==> src/bcam_pkg.sv <==
// constants and types shared by the boot configuration block
package bcam_pkg;

  // fixed boot addresses
  localparam logic [15:0] CFG_BYTE_ADDR    = 16'h2018;
  localparam logic [15:0] FIRST_FETCH_ADDR = 16'h2080;

  // chip_configuration field positions
  localparam int unsigned CCR_PD_BIT   = 0;
  localparam int unsigned CCR_DYN_BIT  = 1;
  localparam int unsigned CCR_WR_BIT   = 2;
  localparam int unsigned CCR_ADV_BIT  = 3;
  localparam int unsigned CCR_IRC_LO   = 4;
  localparam int unsigned CCR_IRC_HI   = 5;
  localparam logic [7:0]  CCR_USED_MASK = 8'h3F;
  localparam logic [7:0]  CCR_RESET     = 8'h00;

  // address map boundaries
  localparam logic [15:0] MAP_RAM_LO   = 16'h001A;
  localparam logic [15:0] MAP_EXTL_LO  = 16'h0400;
  localparam logic [15:0] MAP_VECL_LO  = 16'h2000;
  localparam logic [15:0] MAP_RSV1_LO  = 16'h2014;
  localparam logic [15:0] MAP_RSV2_LO  = 16'h2019;
  localparam logic [15:0] MAP_VECU_LO  = 16'h2030;
  localparam logic [15:0] MAP_XFER_LO  = 16'h2040;
  localparam logic [15:0] MAP_RSV3_LO  = 16'h205E;
  localparam logic [15:0] MAP_EXTH_LO  = 16'h2080;

  // register port offsets and fields
  localparam int unsigned    REG_AW       = 4;
  localparam logic [3:0]     REG_CHIP_CFG = 4'h0;
  localparam logic [3:0]     REG_STATUS   = 4'h1;
  localparam logic [3:0]     REG_CONTROL  = 4'h2;
  localparam int unsigned    CTL_PD_REQ   = 0;
  localparam int unsigned    STS_LOADED   = 0;
  localparam int unsigned    STS_BUS16    = 1;
  localparam int unsigned    STS_HOLD     = 2;
  localparam int unsigned    STS_PD       = 3;

  // timing: one state time, counted in clock cycles
  localparam int unsigned CLK_PERIOD_NS   = 20;
  localparam int unsigned STATE_TIME_NS   = 20;
  localparam int unsigned PULLDOWN_STATES = 16;
  localparam int unsigned STATE_CYCLES    =
    (STATE_TIME_NS + CLK_PERIOD_NS - 1) / CLK_PERIOD_NS;
  localparam int unsigned PULLDOWN_CYCLES = PULLDOWN_STATES * STATE_CYCLES;
  localparam int unsigned CNT_W           = 8;

  // wait-state ceilings per ready-mode field value
  localparam logic [3:0] RDY_LIMIT0 = 4'h1;
  localparam logic [3:0] RDY_LIMIT1 = 4'h2;
  localparam logic [3:0] RDY_LIMIT2 = 4'h3;
  localparam logic [3:0] RDY_LIMIT3 = 4'hF;

  typedef enum logic [3:0] {
    BCAM_RGN_SFR, BCAM_RGN_RAM, BCAM_RGN_EXT_LO, BCAM_RGN_VEC_LO,
    BCAM_RGN_CFG, BCAM_RGN_VEC_UP, BCAM_RGN_XFER, BCAM_RGN_RSV,
    BCAM_RGN_EXT_HI
  } bcam_region_t;

endpackage

==> src/bcam_top.sv <==
// boot configuration loader, bus mode control and address map
//
// Functional notes
// after reset release, read configuration from 2018H before anything else
// configuration read width follows the synchronised width select pin
// configuration bits 7 and 6 are ignored and read as zero
// bits 5:4 pick the ceiling on ready-inserted wait states
// bit 3 picks address latch enable or address valid strobe meaning
// bit 2 picks write plus byte-high or split low/high write strobes
// power-down request takes effect only with bit 0 set
// bit 1 low locks the bus at 8 bits
// bit 1 high lets the width select pin pick 16 or 8 bits
// external circuit holds reset low 16 state times at power-up
// a short later reset makes the device pull reset low 16 state times
// first instruction fetch after configuration goes to 2080h
// 0001AH to 003FFH decodes as on-chip RAM
// 00400H to 1FFFH decodes as external memory
// 02000H to 02013H decodes as lower interrupt vectors
// 02030H to 0203FH upper vectors, 02040H up transfer-server vectors
// 0205EH to 0207FH is reserved and must stay unused
// 02080H to 0FFFFH is external code and data memory
// ready stretches bus cycles; hold hands the bus to another master
// configuration stays latched until the next reset
//
// The strobed register port and the placing of the registers were chosen for this implementation.
`timescale 1ns/1ps
module bcam_top
  import bcam_pkg::*;
(
  input  wire logic              clk,
  input  wire logic              resetn,
  input  wire logic              clk_en,
  input  wire logic [REG_AW-1:0] reg_addr,
  input  wire logic [7:0]        reg_wdata,
  input  wire logic              reg_we,
  input  wire logic              reg_re,
  output logic      [7:0]        reg_rdata,
  input  wire logic              reset_pin_n_in,
  output logic                   reset_pin_out,
  output logic                   reset_pin_oe,
  input  wire logic              width_select_pin,
  input  wire logic              ready_pin,
  input  wire logic              hold_pin,
  output logic                   cfg_rd_req,
  output logic      [15:0]       cfg_rd_addr,
  output logic                   cfg_rd_wide,
  input  wire logic              cfg_rd_ack,
  input  wire logic [15:0]       cfg_rd_data,
  output logic                   first_fetch,
  output logic      [15:0]       first_fetch_addr,
  input  wire logic              bus_busy,
  input  wire logic              wait_phase,
  output logic                   cycle_ready,
  output logic                   hold_ack,
  output logic                   bus_16bit,
  output logic                   address_strobe_pin,
  output logic                   write_strobe_split,
  output logic                   power_down_enter,
  output logic                   running,
  input  wire logic [15:0]       cpu_addr,
  output bcam_region_t           addr_region,
  output logic                   addr_external,
  output logic                   addr_reserved
);

  typedef enum logic [2:0] {
    BCAM_ST_FETCH_REQ, BCAM_ST_FETCH_WAIT, BCAM_ST_RUN,
    BCAM_ST_PULLDOWN, BCAM_ST_WAIT_HIGH
  } bcam_state_t;

  typedef struct packed {
    bcam_state_t     state;
    logic [CNT_W-1:0] cnt;
    logic [7:0]      chip_configuration;
    logic            loaded;
    logic            pd_req;
    logic [3:0]      wait_cnt;
    logic [7:0]      rdata;
    logic            pin_oe;
    logic            rd_req;
    logic [15:0]     rd_addr;
    logic            rd_wide;
    logic            ff;
    logic [15:0]     ff_addr;
    logic            ready;
    logic            hold_ack;
    logic            bus16;
    logic            adv;
    logic            split_wr;
    logic            pd_enter;
    logic            run;
    bcam_region_t    region;
    logic            ext;
    logic            rsv;
  } bcam_top_st_t;

  bcam_top_st_t q, d;
  logic         rst_n_s;
  logic         pin_n_s;
  logic         width_s;
  logic         ready_s;
  logic         hold_s;
  logic         pins_ok;
  bcam_region_t region_c;
  logic [3:0]   limit_c;

  // reset release through two flops
  bcam_sync #(.WIDTH(1), .RST_VAL(1'b0)) u_rst_sync (
    .clk    (clk),
    .resetn (resetn),
    .clk_en (clk_en),
    .din    (1'b1),
    .dout   (rst_n_s)
  );

  // pin inputs from outside the clock domain; the constant one marks a filled pipe
  bcam_sync #(.WIDTH(5), .RST_VAL(1'b0)) u_pin_sync (
    .clk    (clk),
    .resetn (rst_n_s),
    .clk_en (clk_en),
    .din    ({1'b1, reset_pin_n_in, width_select_pin, ready_pin, hold_pin}),
    .dout   ({pins_ok, pin_n_s, width_s, ready_s, hold_s})
  );

  bcam_decode u_decode (
    .addr   (cpu_addr),
    .region (region_c)
  );

  // wait-state ceiling from the ready-mode field
  always_comb begin
    case (q.chip_configuration[CCR_IRC_HI:CCR_IRC_LO])
      2'h0:    limit_c = RDY_LIMIT0;
      2'h1:    limit_c = RDY_LIMIT1;
      2'h2:    limit_c = RDY_LIMIT2;
      default: limit_c = RDY_LIMIT3;
    endcase
  end

  // next-state logic
  always_comb begin
    d = q;
    if (clk_en) begin
      d.ff     = 1'b0;
      d.rd_req = 1'b0;
      // boot sequence
      case (q.state)
        BCAM_ST_FETCH_REQ: begin
          // width pin only trusted once the synchroniser holds real levels
          if (pins_ok) begin
            d.rd_req  = 1'b1;
            d.rd_addr = CFG_BYTE_ADDR;
            d.rd_wide = width_s;
            d.state   = BCAM_ST_FETCH_WAIT;
          end
        end
        BCAM_ST_FETCH_WAIT: begin
          d.rd_req = ~cfg_rd_ack;
          if (cfg_rd_ack) begin
            d.chip_configuration     = cfg_rd_data[7:0] & CCR_USED_MASK;
            d.loaded  = 1'b1;
            d.ff      = 1'b1;
            d.ff_addr = FIRST_FETCH_ADDR;
            d.state   = BCAM_ST_RUN;
          end
        end
        BCAM_ST_RUN: begin
          if (!pin_n_s) begin
            d.pin_oe = 1'b1;
            d.cnt    = CNT_W'(PULLDOWN_CYCLES - 1);
            d.state  = BCAM_ST_PULLDOWN;
          end
        end
        BCAM_ST_PULLDOWN: begin
          if (q.cnt == '0) begin
            d.pin_oe = 1'b0;
            d.state  = BCAM_ST_WAIT_HIGH;
          end else begin
            d.cnt = q.cnt - CNT_W'(1);
          end
        end
        BCAM_ST_WAIT_HIGH: begin
          if (pin_n_s) begin
            d.state = BCAM_ST_FETCH_REQ;
          end
        end
        default: begin
          d.state = BCAM_ST_FETCH_REQ;
        end
      endcase
      d.run = (d.state == BCAM_ST_RUN);

      // bus mode outputs from the latched configuration
      d.bus16    = q.chip_configuration[CCR_DYN_BIT] & width_s;
      d.adv      = q.chip_configuration[CCR_ADV_BIT];
      d.split_wr = q.chip_configuration[CCR_WR_BIT];
      d.pd_enter = q.run & q.pd_req & q.chip_configuration[CCR_PD_BIT];

      // ready stretching with internal ceiling
      d.ready = q.run & wait_phase & ~q.ready & (ready_s | (q.wait_cnt >= limit_c));
      if (!wait_phase || d.ready) begin
        d.wait_cnt = '0;
      end else if (q.wait_cnt != 4'hF) begin
        d.wait_cnt = q.wait_cnt + 4'h1;
      end

      // bus hold grant when idle
      if (!hold_s) begin
        d.hold_ack = 1'b0;
      end else if (q.run && !bus_busy) begin
        d.hold_ack = 1'b1;
      end

      // address map
      d.region = region_c;
      d.ext    = (region_c == BCAM_RGN_EXT_LO) || (region_c == BCAM_RGN_EXT_HI);
      d.rsv    = (region_c == BCAM_RGN_RSV);

      // register port
      if (reg_we && reg_addr == REG_CONTROL) begin
        d.pd_req = reg_wdata[CTL_PD_REQ];
      end
      d.rdata = 8'h00;
      if (reg_re) begin
        case (reg_addr)
          REG_CHIP_CFG: d.rdata = q.chip_configuration;
          REG_STATUS: begin
            d.rdata[STS_LOADED] = q.loaded;
            d.rdata[STS_BUS16]  = q.bus16;
            d.rdata[STS_HOLD]   = q.hold_ack;
            d.rdata[STS_PD]     = q.pd_enter;
          end
          REG_CONTROL: d.rdata[CTL_PD_REQ] = q.pd_req;
          default:     d.rdata = 8'h00;
        endcase
      end
    end
  end

  always_ff @(posedge clk or negedge rst_n_s) begin
    if (!rst_n_s) begin
      q          <= '0;
      q.state    <= BCAM_ST_FETCH_REQ;
      q.chip_configuration      <= CCR_RESET;
      q.region   <= BCAM_RGN_SFR;
    end else begin
      q <= d;
    end
  end

  assign reg_rdata          = q.rdata;
  assign reset_pin_out      = 1'b0 & q.pin_oe;
  assign reset_pin_oe       = q.pin_oe;
  assign cfg_rd_req         = q.rd_req;
  assign cfg_rd_addr        = q.rd_addr;
  assign cfg_rd_wide        = q.rd_wide;
  assign first_fetch        = q.ff;
  assign first_fetch_addr   = q.ff_addr;
  assign cycle_ready        = q.ready;
  assign hold_ack           = q.hold_ack;
  assign bus_16bit          = q.bus16;
  assign address_strobe_pin = q.adv;
  assign write_strobe_split = q.split_wr;
  assign power_down_enter   = q.pd_enter;
  assign running            = q.run;
  assign addr_region        = q.region;
  assign addr_external      = q.ext;
  assign addr_reserved      = q.rsv;
endmodule

==> src/bcam_sync.sv <==
// two-flop synchroniser with clock enable
`timescale 1ns/1ps
module bcam_sync #(
  parameter int unsigned WIDTH   = 1,
  parameter logic        RST_VAL = 1'b0
) (
  input  wire logic             clk,
  input  wire logic             resetn,
  input  wire logic             clk_en,
  input  wire logic [WIDTH-1:0] din,
  output logic      [WIDTH-1:0] dout
);
  typedef struct packed {
    logic [WIDTH-1:0] s1;
    logic [WIDTH-1:0] s2;
  } bcam_sync_st_t;

  bcam_sync_st_t q, d;

  // first stage only feeds the second
  always_comb begin
    d = q;
    if (clk_en) begin
      d.s1 = din;
      d.s2 = q.s1;
    end
  end

  always_ff @(posedge clk or negedge resetn) begin
    if (!resetn) begin
      q <= {(2*WIDTH){RST_VAL}};
    end else begin
      q <= d;
    end
  end

  assign dout = q.s2;
endmodule

==> src/bcam_decode.sv <==
// top-level address map decode
`timescale 1ns/1ps
module bcam_decode
  import bcam_pkg::*;
(
  input  wire logic [15:0] addr,
  output bcam_region_t     region
);
  // ordered range compare, highest boundary first
  always_comb begin
    if (addr >= MAP_EXTH_LO) begin
      region = BCAM_RGN_EXT_HI;
    end else if (addr >= MAP_RSV3_LO) begin
      region = BCAM_RGN_RSV;
    end else if (addr >= MAP_XFER_LO) begin
      region = BCAM_RGN_XFER;
    end else if (addr >= MAP_VECU_LO) begin
      region = BCAM_RGN_VEC_UP;
    end else if (addr >= MAP_RSV2_LO) begin
      region = BCAM_RGN_RSV;
    end else if (addr == CFG_BYTE_ADDR) begin
      region = BCAM_RGN_CFG;
    end else if (addr >= MAP_RSV1_LO) begin
      region = BCAM_RGN_RSV;
    end else if (addr >= MAP_VECL_LO) begin
      region = BCAM_RGN_VEC_LO;
    end else if (addr >= MAP_EXTL_LO) begin
      region = BCAM_RGN_EXT_LO;
    end else if (addr >= MAP_RAM_LO) begin
      region = BCAM_RGN_RAM;
    end else begin
      region = BCAM_RGN_SFR;
    end
  end
endmodule

==> config.mk <==
export PLATFORM = sky130hd
export DESIGN_NAME = bcam_top
export DESIGN_NICKNAME = d
export VERILOG_FILES = /design/src/bcam_pkg.sv /design/src/bcam_top.sv /design/src/bcam_sync.sv /design/src/bcam_decode.sv
export SDC_FILE = /design/constraint.sdc
export NUM_CORES = 1
export LEC_CHECK = 0
export BUFFER_PORTS_ARGS = -buffer_cell sky130_fd_sc_hd__buf_4
export CAP_MARGIN = 10
export CORE_MARGIN = 2
export CORE_UTILIZATION = 31
export CTS_BUF_LIST = sky130_fd_sc_hd__clkbuf_16
export CTS_CLUSTER_DIAMETER = 60
export CTS_CLUSTER_SIZE = 40
export DETAILED_ROUTE_END_ITERATION = 10
export SLEW_MARGIN = 20
export SYNTH_ARGS = -nofsm -noshare
export SYNTH_HDL_FRONTEND = slang
export SYNTH_SLANG_ARGS = --single-unit
==> constraint.sdc <==
create_clock -name clk -period 5.1 [get_ports clk]
set_input_delay 1.02 -clock clk [delete_from_list [all_inputs] [get_ports clk]]
set_output_delay 1.02 -clock clk [all_outputs]
set_load 0.005 [all_outputs]
After elaboration in Yosys (flattened, before gate mapping) --
Index checks and enable logic that the tools add are counted.
Storage, ports and cells: output and inout port bits 58, word-level logic and storage cells 120, register bits 62
Operators by class: order comparisons 10, reductions and logical operators 19, add/subtract/negate cells 2, bitwise operators 9, equal/unequal tests 18, mux-type cells 35
Operators by type and width (number):
- $ge A16 B14 Y1 const B | 7
- $mux W4 | 11
- $mux W17 | 2
- $mux W18 | 1
- $eq A16 B14 Y1 const B | 1
- $ge A16 B11 Y1 const B | 1
- $ge A16 B5 Y1 const B | 1
- $pmux W8 S2 | 1
- $mux W3 | 5
- $pmux W3 S5 | 1
- $pmux W4 S3 | 1
- $mux W11 | 1
- $eq A3 B2 Y1 const B | 3
- $eq A4 B2 Y1 const B | 2
- $logic_not A8 Y1 | 1
- $mux W8 | 1
- $ne A2 B2 Y1 const B | 4
- $reduce_and A4 Y1 | 2
- $sub A8 B1 Y8 const B | 1
- $and A1 B1 Y1 | 6
- $mux W6 | 1
- $pmux W3 S2 | 1
- $reduce_and A2 Y1 | 3
- $reduce_and A3 Y1 | 2
- 23 further kinds | 33

Depth between registers and ports, before layout --
Gate-level depths: netlist of the first run.
word-level depth 13, gate-level depth with buffers 7, mapped depth without buffers 7

Cells and area by module --
Synthesis of the first run repeated with hierarchy kept, for this count alone.
Unflattened totals: cell total of the unflattened synthesis 320, area, all modules 3403.3 µm²
Modules (own cells, without submodules):
- bcam_top | seq. area each 1176.1 µm², cells an instance 265, area an instance 2730.1 µm², instances 1
- bcam_sync (u_pin_sync) | seq. area each 250.2 µm², cells an instance 26, area an instance 449.2 µm², instances 1
- bcam_decode | seq. area each 0.0 µm², cells an instance 25, area an instance 151.4 µm², instances 1
- bcam_sync (u_rst_sync) | seq. area each 50.0 µm², cells an instance 4, area an instance 72.6 µm², instances 1

Worst setup path after synthesis of the first run --
No wires, ideal clock.
path kind in2reg, start input cpu_addr[12], end register q (netlist bit addr_region[0]), data required time 4.978 ns, arrival time 2.499 ns, slack 2.480 ns, stages on the path 5, cell sequence or3_4 or4_4 or4b_1 a21oi_1 o2bb2ai_1
Between the ends: word-level cells in the longest chain between the ends 11, elaborated cells between the ends (all ways) 20, classes of those cells 9 x order compare; 1 x eq/ne; 10 x mux
Ends and longest elaborated chain:
- start: declaration | RTL line bcam_top.sv:60 | input wire logic [15:0] cpu_addr,
- $ge A16 B5 Y1 | RTL line bcam_decode.sv:29 | end else if (addr >= MAP_RAM_LO) begin
- $mux W1 | RTL line bcam_decode.sv:29
- $mux W4 | RTL line bcam_decode.sv:27 | end else if (addr >= MAP_EXTL_LO) begin
- $mux W4 | RTL line bcam_decode.sv:25 | end else if (addr >= MAP_VECL_LO) begin
- $mux W4 | RTL line bcam_decode.sv:23 | end else if (addr >= MAP_RSV1_LO) begin
- $mux W4 | RTL line bcam_decode.sv:21 | end else if (addr == CFG_BYTE_ADDR) begin
- $mux W4 | RTL line bcam_decode.sv:19 | end else if (addr >= MAP_RSV2_LO) begin
- $mux W4 | RTL line bcam_decode.sv:17 | end else if (addr >= MAP_VECU_LO) begin
- $mux W4 | RTL line bcam_decode.sv:15 | end else if (addr >= MAP_XFER_LO) begin
- $mux W4 | RTL line bcam_decode.sv:13 | end else if (addr >= MAP_RSV3_LO) begin
- $mux W4 * | RTL line bcam_decode.sv:11 | if (addr >= MAP_EXTH_LO) begin
- end: declaration | RTL line bcam_top.sv:97 | bcam_top_st_t q, d;
Mark *: on every way between the ends. The rest lies on a longest branch, timed or not. A chain may end at the register's enable or synchronous reset.

Worst setup path after layout of the first run --
start input clk_en, end register q[68] in the netlist's numbering
Between the ends: word-level cells in the longest chain between the ends 1
Ends and longest elaborated chain:
- start: declaration | RTL line bcam_top.sv:32 | input wire logic clk_en,
- $reduce_and A3 Y1 (no line)
No other way between the ends.

==> run summary, run 1 <==
Core Region -> 10,100 µm²
drc violations -> 0
sequential cell area fraction in the yosys report -> 0.463
P&R area growth vs syn -> 22.3%
Cells after Synth -> 306
non-filler cells, final -> 501
Resize count post-CTS -> 0
PwrDens -> 460 nW/µm²
number of synthesized flops with an enable pin -> 0
DRT iter0 DRCs -> 112
P_leak -> 1.75 nW
Crit path buffers/inverters -> 2
status -> completed
Placer Congestion -> 0.795
skew final -> 0.00614 ns
full die area -> 11,100 µm²
synth unique cells -> 50
CP endpoint kind -> register
global-route wire length before repair -> 11.2 mm
Design Area, Final -> 3900 µm²
htree depth -> 3
share of layout cells above drive strength 1 -> 0.318
Synth Warn # -> 0
gr ovfl total -> 0
vias in the first global route -> 2,282
sum of negative setup slack -> 0 ns
placed cells -> 485
Worst slew margin -> 0.297
syn avg cell area -> 10.4 µm²
pin count of the biggest net entering global routing -> 59
DP Area -> 3610 µm²
worst slew pin tran -> 1.05 ns
crit path kind -> input pin to register
crit-path cells -> buf_4, inv_1, nor4_2, mux2_2
FF+latch count, synth -> 59
Root Buffer -> clkbuf_16
TritonCTS clock tree -> built
initial core utilization -> 0.315
crit-path max cell delay -> 0.95 ns
total track usage -> 0.129
fin crit period -> 2.97 ns
die width -> 105 µm
max-cap violation count -> 0
First-pass DRT Iterations -> 5
number of port buffers -> 66
ANT cells -> 0
Critical Path RT -> 5.31 ns
nets -> 423
Die H -> 105 µm
Max FO, Critical Path -> 40
CP startpoint kind -> input pin
Main synth FF type -> dfrtp_1
dpl hpwl -> 4.88 mm
antenna viol nets, final -> 0
Synth Cell Area -> 3190 µm²
Hold/Removal Path Class -> register to asynchronous set/reset pin
# IOs -> 114
unrepaired setup endpoints after global routing -> false
CTS Buf Count -> 9
Hold WS -> 0.400 ns
postcts setup bufs -> 0
total wire length -> 6.71 mm
delay-heaviest family, CP -> simple AND/OR/NAND/NOR gates
fmax -> 0.336 GHz
Final Cycle Share -> 0.583
initial antenna violation count -> 0
total clock sinks -> 59
CTS Buffer Depth -> 2
Slew Limit Fails -> 0
FFs w/ async S/R, synth -> 1.00
row cnt -> 37
Via density -> 4.68
WP data arrival -> 3.18 ns
CP max-delay cell -> nor4_2
Worst VDD drop -> 0.000189 V
routed via count -> 2,346
final setup violation count -> 0
clk_lat worst skew -> 0.32 ns
WL per Instance -> 13.4 µm
Fin. Hold Viols -> 0
cts hold-fix bufs -> 0
CTS clk-pin slew, worst paths -> 0.06 ns
[placed cells by master, fill, tap and decap left out, types with 3 or more instances in the layout]
cell        n
o211ai_1    3
nand3_1    11
nand2_1    13
a31oi_1     3
nor3_1      6
o21ai_0    14
nand2b_1    6
clkbuf_16   9
xor2_1      4
a21oi_1    11
mux2i_1     5
nor2b_1     4
a21o_1      3
ha_1        7
buf_4      67
mux2_2     22
o2bb2ai_1   7
dfrtp_1    58
o21a_1      3
inv_1      11
conb_1     30
a22o_1      4
nor2_1     21
or2_2       4
[power by group]
group / total (mW) / internal (mW) / switching (mW)
registers: 0.724 / 0.596 / 0.128
logic: 0.481 / 0.256 / 0.225
clock network: 0.589 / 0.376 / 0.213
total: 1.79 / 1.23 / 0.566
[per-stage QoR]
step / utilization / power, mW / setup WS, ns
6_report: 0.385 / 1.79 / 2.13
5_1_grt: 0.385 / 1.92 / 1.92
4_1_cts: 0.385 / 1.82 / 2.05
3_5_place_dp: 0.356 / 1.22 / 1.71
3_3_place_gp: 0.356 / 1.20 / 1.73
2_1_floorplan: - / 1.06 / 2.48
[cell usage after synthesis (2+ instances only)]
cell,instances,area share
clkbuf_1,3,0.0035
a31oi_1,3,0.0059
nor3_1,6,0.0094
dfrtp_1,59,0.46
and3_1,2,0.0039
nand2b_1,6,0.012
a21o_1,3,0.0071
a211o_1,2,0.0055
nand2_1,13,0.015
ha_1,7,0.027
buf_1,4,0.0047
nor4_1,2,0.0039
nor4b_1,2,0.0055
nor2_1,21,0.025
a31o_2,2,0.0055
o21ai_0,14,0.022
or2_2,4,0.0078
xor2_1,4,0.011
mux2_2,22,0.078
nand3_1,11,0.017
mux2i_1,5,0.016
a22o_1,4,0.011
o21a_1,3,0.0071
inv_1,10,0.012
or4b_1,2,0.0063
o211ai_1,3,0.0071
a21oi_1,11,0.017
o2bb2ai_1,7,0.019
o221ai_1,2,0.0055
nand4_1,2,0.0039
buf_4,45,0.11
nor2b_1,4,0.0078
[flip-flops by register name, indices dropped and copies added, names as in the netlist]
name	cells
u_rst_sync.q	1
first_fetch	1
power_down_enter	1
cycle_ready	1
u_rst_sync.dout	1
reset_pin_oe	1
first_fetch_addr	1
reg_rdata	6
running	1
cfg_rd_wide	1
hold_ack	1
address_strobe_pin	1
q	22
u_pin_sync.q	5
bus_16bit	1
cfg_rd_addr	1
write_strobe_split	1
addr_reserved	1
u_pin_sync.dout	5
addr_region	4
addr_external	1
cfg_rd_req	1
[layer usage]
layer | vias up | part of all wire | track usage
li1 | 1133 | - | -
met1 | 1108 | 0.46 | 0.173
met2 | 96 | 0.45 | 0.193
met3 | 9 | 0.078 | 0.0501
met4 | 0 | 0.011 | 0.0352
met5 | - | 0 | 0
[final timing paths]
path | slack, ns | cells past startpoint | startpoint | to
max reg2reg | 2.99 | 7 | q[68]$_DFFE_PN0P_ | q[57]$_DFFE_PN0P_
max | 2.13 | 4 | clk_en | q[68]$_DFFE_PN0P_
min in group clk | 0.47 | 1 | u_pin_sync.q[9]$_DFFE_PN0P_ | u_pin_sync.q[9]$_DFFE_PN0P_
min | 0.40 | 1 | u_rst_sync.dout$_DFFE_PN0P_ | u_pin_sync.q[7]$_DFFE_PN0P_
max in group asynchronous | 4.20 | 1 | u_rst_sync.dout$_DFFE_PN0P_ | q[74]$_DFFE_PN0P_
min reg2reg | 0.40 | 1 | u_rst_sync.dout$_DFFE_PN0P_ | u_pin_sync.q[7]$_DFFE_PN0P_
[kinds of logic (layout without fill, tap and decap cells)]
logic type / count (synthesis) / after routing / synth area share
AO/OA/AOI/OAI: 63 / 63 / 0.140
XOR/XNOR: 4 / 4 / 0.0110
adder cells (fa/ha/maj): 7 / 7 / 0.0274
buffers and inverters: 63 / 93 / 0.127
flip-flops: 59 / 59 / 0.463
multiplexers: 27 / 27 / 0.0933
other: 1 / 30 / 0.00117
AND/OR/NAND/NOR: 82 / 82 / 0.138
[area by class of cell]
type                            instances  area [µm²]
Sequential cell                        59        1480
Fill cell                             997        6240
Clock buffer                            9         225
Timing Repair Buffer                   67         503
Inverter                               10        37.5
Multi-Input combinational cell        213        1420
Tap cell                              136         170
Clock inverter                          7        71.3
No activity file was read; power rests on OpenSTA's default activity.
==> inputs of run 2 (changes only) <==
==> constraint.sdc (replaced) <==
create_clock -name clk -period 2.65 [get_ports clk]
set_input_delay 0.53 -clock clk [delete_from_list [all_inputs] [get_ports clk]]
set_output_delay 0.53 -clock clk [all_outputs]
set_load 0.005 [all_outputs]
==> run 2 against run 1 <==
Against the previous run:
- sequential share of layout area shrank 0.24 points
- first-iteration DRC count down 57%
- core utilization increased by 0.25 points
- highest routed layer unchanged
- via count rose by 0.30%
- sequential cell count stayed put
- critical path type is now register to register
- critical endpoint is now q[57]$_DFFE_PN0P_
- count of clock-buffer cells in the layout unchanged
==> run summary, run 2 (same netlist as run 1, synthesis figures left out) <==
met1 Use GR -> 0.182 (was 0.173)
P&R area growth vs syn -> 23.0% (was 22.3%)
First-pass DRT Iterations -> 4 (was 5)
nets -> 429 (was 423)
total track usage -> 0.133 (was 0.129)
CTS Buf Count -> 9 (unchanged)
dpl hpwl -> 4.92 mm (was 4.88 mm)
R2R depth -> 7 (unchanged)
skew final -> 0.00760 ns (was 0.00614 ns)
unrepaired setup endpoints after global routing -> false (unchanged)
fin crit period -> 2.06 ns
DP Area -> 3640 µm² (was 3610 µm²)
gr ovfl total -> 0 (unchanged)
Reg-to-Reg End -> q[57]$_DFFE_PN0P_ (unchanged)
fmax -> 0.486 GHz
Core Region -> 10,100 µm² (unchanged)
share of layout cells above drive strength 1 -> 0.314 (was 0.318)
DRT iter0 DRCs -> 48 (was 112)
Max FO, Critical Path -> 6 (was 40)
CP startpoint kind -> register (was input pin)
TritonCTS clock tree -> built (unchanged)
global-route wire length before repair -> 11.5 mm (was 11.2 mm)
Design Area, Final -> 3930 µm² (was 3900 µm²)
postcts setup bufs -> 0 (unchanged)
CTS Buffer Depth -> 2 (unchanged)
most common cell after layout, fill and taps aside -> buf_4 (unchanged)
Worst slew margin -> 0.516 (was 0.297)
pin count of the biggest net entering global routing -> 58 (was 59)
initial antenna violation count -> 0 (unchanged)
grt met3 use -> 0.0526 (was 0.0501)
number of port buffers -> 66 (unchanged)
routed via count -> 2,353 (was 2,346)
WL per Instance -> 13.6 µm (was 13.4 µm)
worst slew pin tran -> 0.727 ns (was 1.05 ns)
htree depth -> 3 (unchanged)
R2R setup slack -> 0.59 ns (was 2.99 ns)
drc violations -> 0 (unchanged)
Most Crowded Layer GR -> met2 (unchanged)
flip-flop count of the largest register after layout -> 22 (unchanged)
most frequent cells in the layout -> buf_4 (72), dfrtp_1 (58), conb_1 (30) (was buf_4 (67), dfrtp_1 (58), conb_1 (30))
cts hold-fix bufs -> 1 (was 0)
initial core utilization -> 0.315 (unchanged)
row cnt -> 37 (unchanged)
die width -> 105 µm (unchanged)
P_leak -> 1.77 nW (was 1.75 nW)
CTS clk-pin slew, worst paths -> 0.05 ns (was 0.06 ns)
# IOs -> 114 (unchanged)
CP endpoint kind -> register (unchanged)
full die area -> 11,100 µm² (unchanged)
WP data arrival -> 2.30 ns (was 3.18 ns)
Worst VDD drop -> 0.000448 V (was 0.000189 V)
Hold WS -> 0.420 ns (was 0.400 ns)
max-cap violation count -> 0 (unchanged)
Die H -> 105 µm (unchanged)
Critical Path RT -> 2.89 ns (was 5.31 ns)
Tot Pwr -> 3.44 mW (was 1.79 mW)
total wire length -> 6.89 mm (was 6.71 mm)
reg2reg start -> q[68]$_DFFE_PN0P_ (unchanged)
vias in the first global route -> 2,285 (was 2,282)
clk_lat worst skew -> 0.33 ns (was 0.32 ns)
total clock sinks -> 59 (unchanged)
Via density -> 4.65 (was 4.68)
Most flops, register -> q (unchanged)
Slew Limit Fails -> 0 (unchanged)
crit path kind -> register to register (was input pin to register)
Root Buffer -> clkbuf_16 (unchanged)
Final Cycle Share -> 0.777
status -> completed (unchanged)
ANT cells -> 0 (unchanged)
sum of negative setup slack -> 0 ns (unchanged)
final setup violation count -> 0 (unchanged)
antenna viol nets, final -> 0 (unchanged)
Hold/Removal Path Class -> register to asynchronous set/reset pin (unchanged)
Fin. Hold Viols -> 0 (unchanged)
M2 GR Usage -> 0.192 (was 0.193)
Resize count post-CTS -> 0 (unchanged)
Placer Congestion -> 0.824 (was 0.795)
PwrDens -> 875 nW/µm² (was 460 nW/µm²)
[run 2: metrics by stage]
step,worst slack [ns],std cells,utilization
floorplan,0.520,335,-
global placement,0.366,490,0.359
detailed placement,0.344,490,0.359
CTS,0.584,506,0.387
global route,0.464,506,0.387
finish,0.591,506,0.387
[run 2: layout make-up]
cell class | count | area (µm²)
fill | 1020 | 6210
clock buffer | 9 | 225
tap | 136 | 170
multi-input combinational | 213 | 1420
clock inverter | 6 | 48.8
inverter | 10 | 37.5
timing repair buffer | 73 | 551
sequential | 59 | 1480
[run 2: how the worst max path moves through the flow]
stage                                       endpoint              start  slack [ns]
after floorplan           addr_region[0]$_DFFE_PN0P_       cpu_addr[12]        0.52
after global placement    addr_region[0]$_DFFE_PN0P_       cpu_addr[12]        0.37
after detailed placement  addr_region[0]$_DFFE_PN0P_       cpu_addr[12]        0.34
after CTS                          q[57]$_DFFE_PN0P_  q[68]$_DFFE_PN0P_        0.58
after global routing               q[59]$_DFFE_PN0P_  q[68]$_DFFE_PN0P_        0.46
final                              q[57]$_DFFE_PN0P_  q[68]$_DFFE_PN0P_        0.59
[run 2: power breakdown]
| group | internal (mW) | switching [mW] | total [mW] | leakage [nW] |
|---|---|---|---|---|
| combinational | 0.519 | 0.442 | 0.961 | 0.954 |
| sequential | 1.15 | 0.250 | 1.40 | 0.679 |
| clock | 0.703 | 0.375 | 1.08 | 0.137 |
[run 2: routing by layer]
| layer | vias to the layer above | routed length, µm | share of wire |
|---|---|---|---|
| li1 | 1130 | - | - |
| met1 | 1135 | 3400 | 0.49 |
| met2 | 80 | 3060 | 0.44 |
| met3 | 8 | 363 | 0.053 |
| met4 | 0 | 68 | 0.0099 |
| met5 | - | 0 | 0 |
[run 2: critical path, stage by stage (launching register included)]
cell	delay, ns
dfrtp_1	0.42
nand2b_1	0.16
ha_1	0.26
nand2b_1	0.14
a21o_1	0.18
a31oi_1	0.42
o211ai_1	0.20
a22oi_1	0.20
==> inputs of run 3 (changes only) <==
--- a/config.mk
+++ b/config.mk
@@ -5,6 +5,7 @@
 export SDC_FILE = /design/constraint.sdc
 export NUM_CORES = 1
 export LEC_CHECK = 0
+export ABC_AREA = 1
 export BUFFER_PORTS_ARGS = -buffer_cell sky130_fd_sc_hd__buf_4
 export CAP_MARGIN = 10
 export CORE_MARGIN = 2
==> constraint.sdc (replaced) <==
create_clock -name clk -period 1.81 [get_ports clk]
set_input_delay 0.362 -clock clk [delete_from_list [all_inputs] [get_ports clk]]
set_output_delay 0.362 -clock clk [all_outputs]
set_load 0.005 [all_outputs]
==> run 3 against run 2 <==
Against the previous run:
- design area rose by 4.3%
- non-clock buffer count rose by 2
- synthesized cell count up 37%
- combinational power rose by 38%
- count of clock-buffer cells in the layout is the same
==> run summary, run 3 <==
status -> completed (unchanged)
fin crit period -> 1.74 ns (was 2.06 ns)
Synth top area share -> 0.446 (was 0.463)
placed cells -> 604 (was 490)
Reg-to-Reg End -> q[57]$_DFFE_PN0P_ (unchanged)
total track usage -> 0.130 (was 0.133)
Synth Cell Area -> 3310 µm² (was 3190 µm²)
First-pass DRT Iterations -> 4 (unchanged)
unrepaired setup endpoints after global routing -> true (was false)
drc violations -> 0 (unchanged)
sum of negative setup slack -> 0 ns (unchanged)
CP endpoint kind -> register (unchanged)
Multi-input gate area -> 1430 µm² (was 1420 µm²)
full die area -> 11,500 µm² (was 11,100 µm²)
number of port buffers -> 66 (unchanged)
syn avg cell area -> 7.89 µm² (was 10.4 µm²)
max-cap violation count -> 0 (unchanged)
reg2reg start -> q[67]$_DFFE_PN0P_ (was q[68]$_DFFE_PN0P_)
CTS Buffer Depth -> 2 (unchanged)
Hold WS -> 0.0707 ns (was 0.420 ns)
FF+latch area -> 1480 µm² (unchanged)
P&R area growth vs syn -> 23.7% (was 23.0%)
global-route wire length before repair -> 12.0 mm (was 11.5 mm)
Main synth FF type -> dfrtp_1 (unchanged)
Placer Congestion -> 0.839 (was 0.824)
top post-synthesis cells by area -> dfrtp_1 (45%), nand2_1 (13%), buf_4 (10%) (was dfrtp_1 (46%), buf_4 (11%), mux2_2 (7.8%))
Die H -> 107 µm (was 105 µm)
Final Cycle Share -> 0.959 (was 0.777)
Cells after Synth -> 420 (was 306)
Most flops, register -> q (unchanged)
vias in the first global route -> 2,630 (was 2,285)
crit path capture -> q[57]$_DFFE_PN0P_ (unchanged)
fmax -> 0.576 GHz (was 0.486 GHz)
FF+latch count, synth -> 59 (unchanged)
count leader, synth -> nand2_1 (was dfrtp_1)
CTS clk-pin slew, worst paths -> 0.05 ns (about the same)
Fin. Hold Viols -> 0 (unchanged)
nets -> 545 (was 429)
routed via count -> 2,809 (was 2,353)
die width -> 107 µm (was 105 µm)
most common cell after layout, fill and taps aside -> nand2_1 (was buf_4)
gr ovfl total -> 0 (unchanged)
dpl hpwl -> 5.34 mm (was 4.92 mm)
skew final -> 0.00868 ns (was 0.00760 ns)
sequential cell area fraction in the yosys report -> 0.446 (was 0.463)
TritonCTS clock tree -> built (unchanged)
antenna viol nets, final -> 0 (unchanged)
Critical Path RT -> 2.05 ns (was 2.89 ns)
Via density -> 4.51 (was 4.65)
clk_lat worst skew -> 0.32 ns (was 0.33 ns)
ANT cells -> 0 (unchanged)
CP startpoint kind -> register (unchanged)
leading area contributor after synthesis -> dfrtp_1 (unchanged)
FFs w/ async S/R, synth -> 1.00 (unchanged)
# IOs -> 114 (unchanged)
most frequent cells after synthesis -> nand2_1 (111), dfrtp_1 (59), buf_4 (45), inv_1 (45) (was dfrtp_1 (59), buf_4 (45), mux2_2 (22), nor2_1 (21), o21ai_0 (14))
WL per Instance -> 11.8 µm (was 13.6 µm)
pin count of the biggest net entering global routing -> 56 (was 58)
crit path kind -> register to register (unchanged)
P_leak -> 2.10 nW (was 1.77 nW)
share of layout cells above drive strength 1 -> 0.232 (was 0.314)
Max FO, Critical Path -> 8 (was 6)
total clock sinks -> 59 (unchanged)
Root Buffer -> clkbuf_16 (unchanged)
non-filler cells, final -> 623 (was 506)
PwrDens -> 1120 nW/µm² (was 875 nW/µm²)
WP data arrival -> 1.98 ns (was 2.30 ns)
Slew Limit Fails -> 0 (unchanged)
DRT iter0 DRCs -> 92 (was 48)
total wire length -> 7.32 mm (was 6.89 mm)
most frequent cells in the layout -> nand2_1 (106), buf_4 (72), dfrtp_1 (58) (was buf_4 (72), dfrtp_1 (58), conb_1 (30))
R2R setup slack -> 0.07 ns (was 0.59 ns)
flip-flop count of the largest register after layout -> 22 (unchanged)
R2R depth -> 12 (was 7)
Finished Core Util -> 0.395 (was 0.387)
row cnt -> 37 (unchanged)
Critical Path Source -> q[67]$_DFFE_PN0P_ (was q[68]$_DFFE_PN0P_)
synth unique cells -> 36 (was 50)
CTS Buf Count -> 9 (unchanged)
htree depth -> 3 (unchanged)
Synth Warn # -> 0 (unchanged)
Filler Cell Count -> 1,093 (was 1,020)
Core Region -> 10,400 µm² (was 10,100 µm²)
final setup violation count -> 0 (unchanged)
initial antenna violation count -> 0 (unchanged)
initial core utilization -> 0.319 (was 0.315)
Tot Pwr -> 4.59 mW (was 3.44 mW)
Hold/Removal Path Class -> register to asynchronous set/reset pin (unchanged)
number of synthesized flops with an enable pin -> 0 (unchanged)
Worst VDD drop -> 0.000545 V (was 0.000448 V)
==> run 3: cell types whose count changed after synthesis, sizes merged, moves of 6 or more <==
cell     delta
nand2     +101
inv        +38
o21ai      +22
mux2       -18
nor2       +15
nand3       +8
o2bb2ai     -7
nand2b      -6
==> run 3: area by class of cell <==
cell class | count | share of cell area
well taps | 136 | 0.0415
flip-flops and latches | 59 | 0.361
clock inverters | 7 | 0.00703
inverters | 48 | 0.0440
clock buffers | 9 | 0.0550
multi-input cells | 289 | 0.350
repair buffers | 75 | 0.142
==> run 3: critical path, cell delays in order, from the launching register on <==
cell	delay [ns]
dfrtp_1	0.42
nor2_2	0.12
ha_1	0.25
inv_1	0.06
o21bai_1	0.05
nand3_1	0.08
nand4_1	0.09
nand2_1	0.11
nand2_2	0.08
o21ai_2	0.15
buf_6	0.15
nand2_2	0.05
o21ai_1	0.07
==> run 3: metal layers <==
metal,up-vias,track usage,part of all wire
met4,0,0.0467,0.020
met3,15,0.0381,0.050
met1,1335,0.166,0.46
met2,71,0.210,0.47
li1,1388,-,-
met5,-,0,0
==> run 3: worst min-delay path by stage <==
| stage | slack, ns | cells after the start | to |
|---|---|---|---|
| final | 0.07 | 0 | first_fetch_addr[7]$_DFFE_PN0P_ |
| after global routing | 0.08 | 0 | first_fetch_addr[7]$_DFFE_PN0P_ |
| after CTS | 0.07 | 0 | first_fetch_addr[7]$_DFFE_PN0P_ |
| after detailed placement | 0.07 | 0 | first_fetch$_DFFE_PN0P_ |
| after global placement | 0.06 | 0 | first_fetch$_DFFE_PN0P_ |
| after floorplan | 0.07 | 0 | u_rst_sync.dout$_DFFE_PN0P_ |
==> run 3: cell families (layout without fill, tap and decap cells) <==
group                      Yosys count  after routing  synth area share
DFF                                 59             59             0.446
other                                1             30           0.00113
buffers and inverters              101            139             0.166
adders and majority gates            7              7            0.0264
AOI/OAI and AO/OA                   57             57            0.0941
xor gates and xnor gates             4              4            0.0106
muxes                                4              4            0.0136
and+or+nand+nor                    187            187             0.242
==> run 3: stage by stage <==
step / cell area [µm²] / worst slack, ns
after CTS: 4040 / 0.0612
after detailed placement: 3770 / 0.0451
after global placement: 3770 / 0.120
after global routing: 4100 / -0.0662
after floorplan: 3420 / 0.164
final: 4100 / 0.0734
==> run 3: what timing repair did <==
action,in CTS,in global routing
endpoints found under the hold margin,2,0
buffers inserted,0,2
setup endpoints to repair,0,4
resized for setup,0,15
hold buffers,1,0
==> run 3: where the power goes <==
part	leakage, nW	internal, mW	switching [mW]	total [mW]
logic	1.25	0.561	0.766	1.33
registers	0.717	1.60	0.215	1.81
clock network	0.134	0.894	0.550	1.44
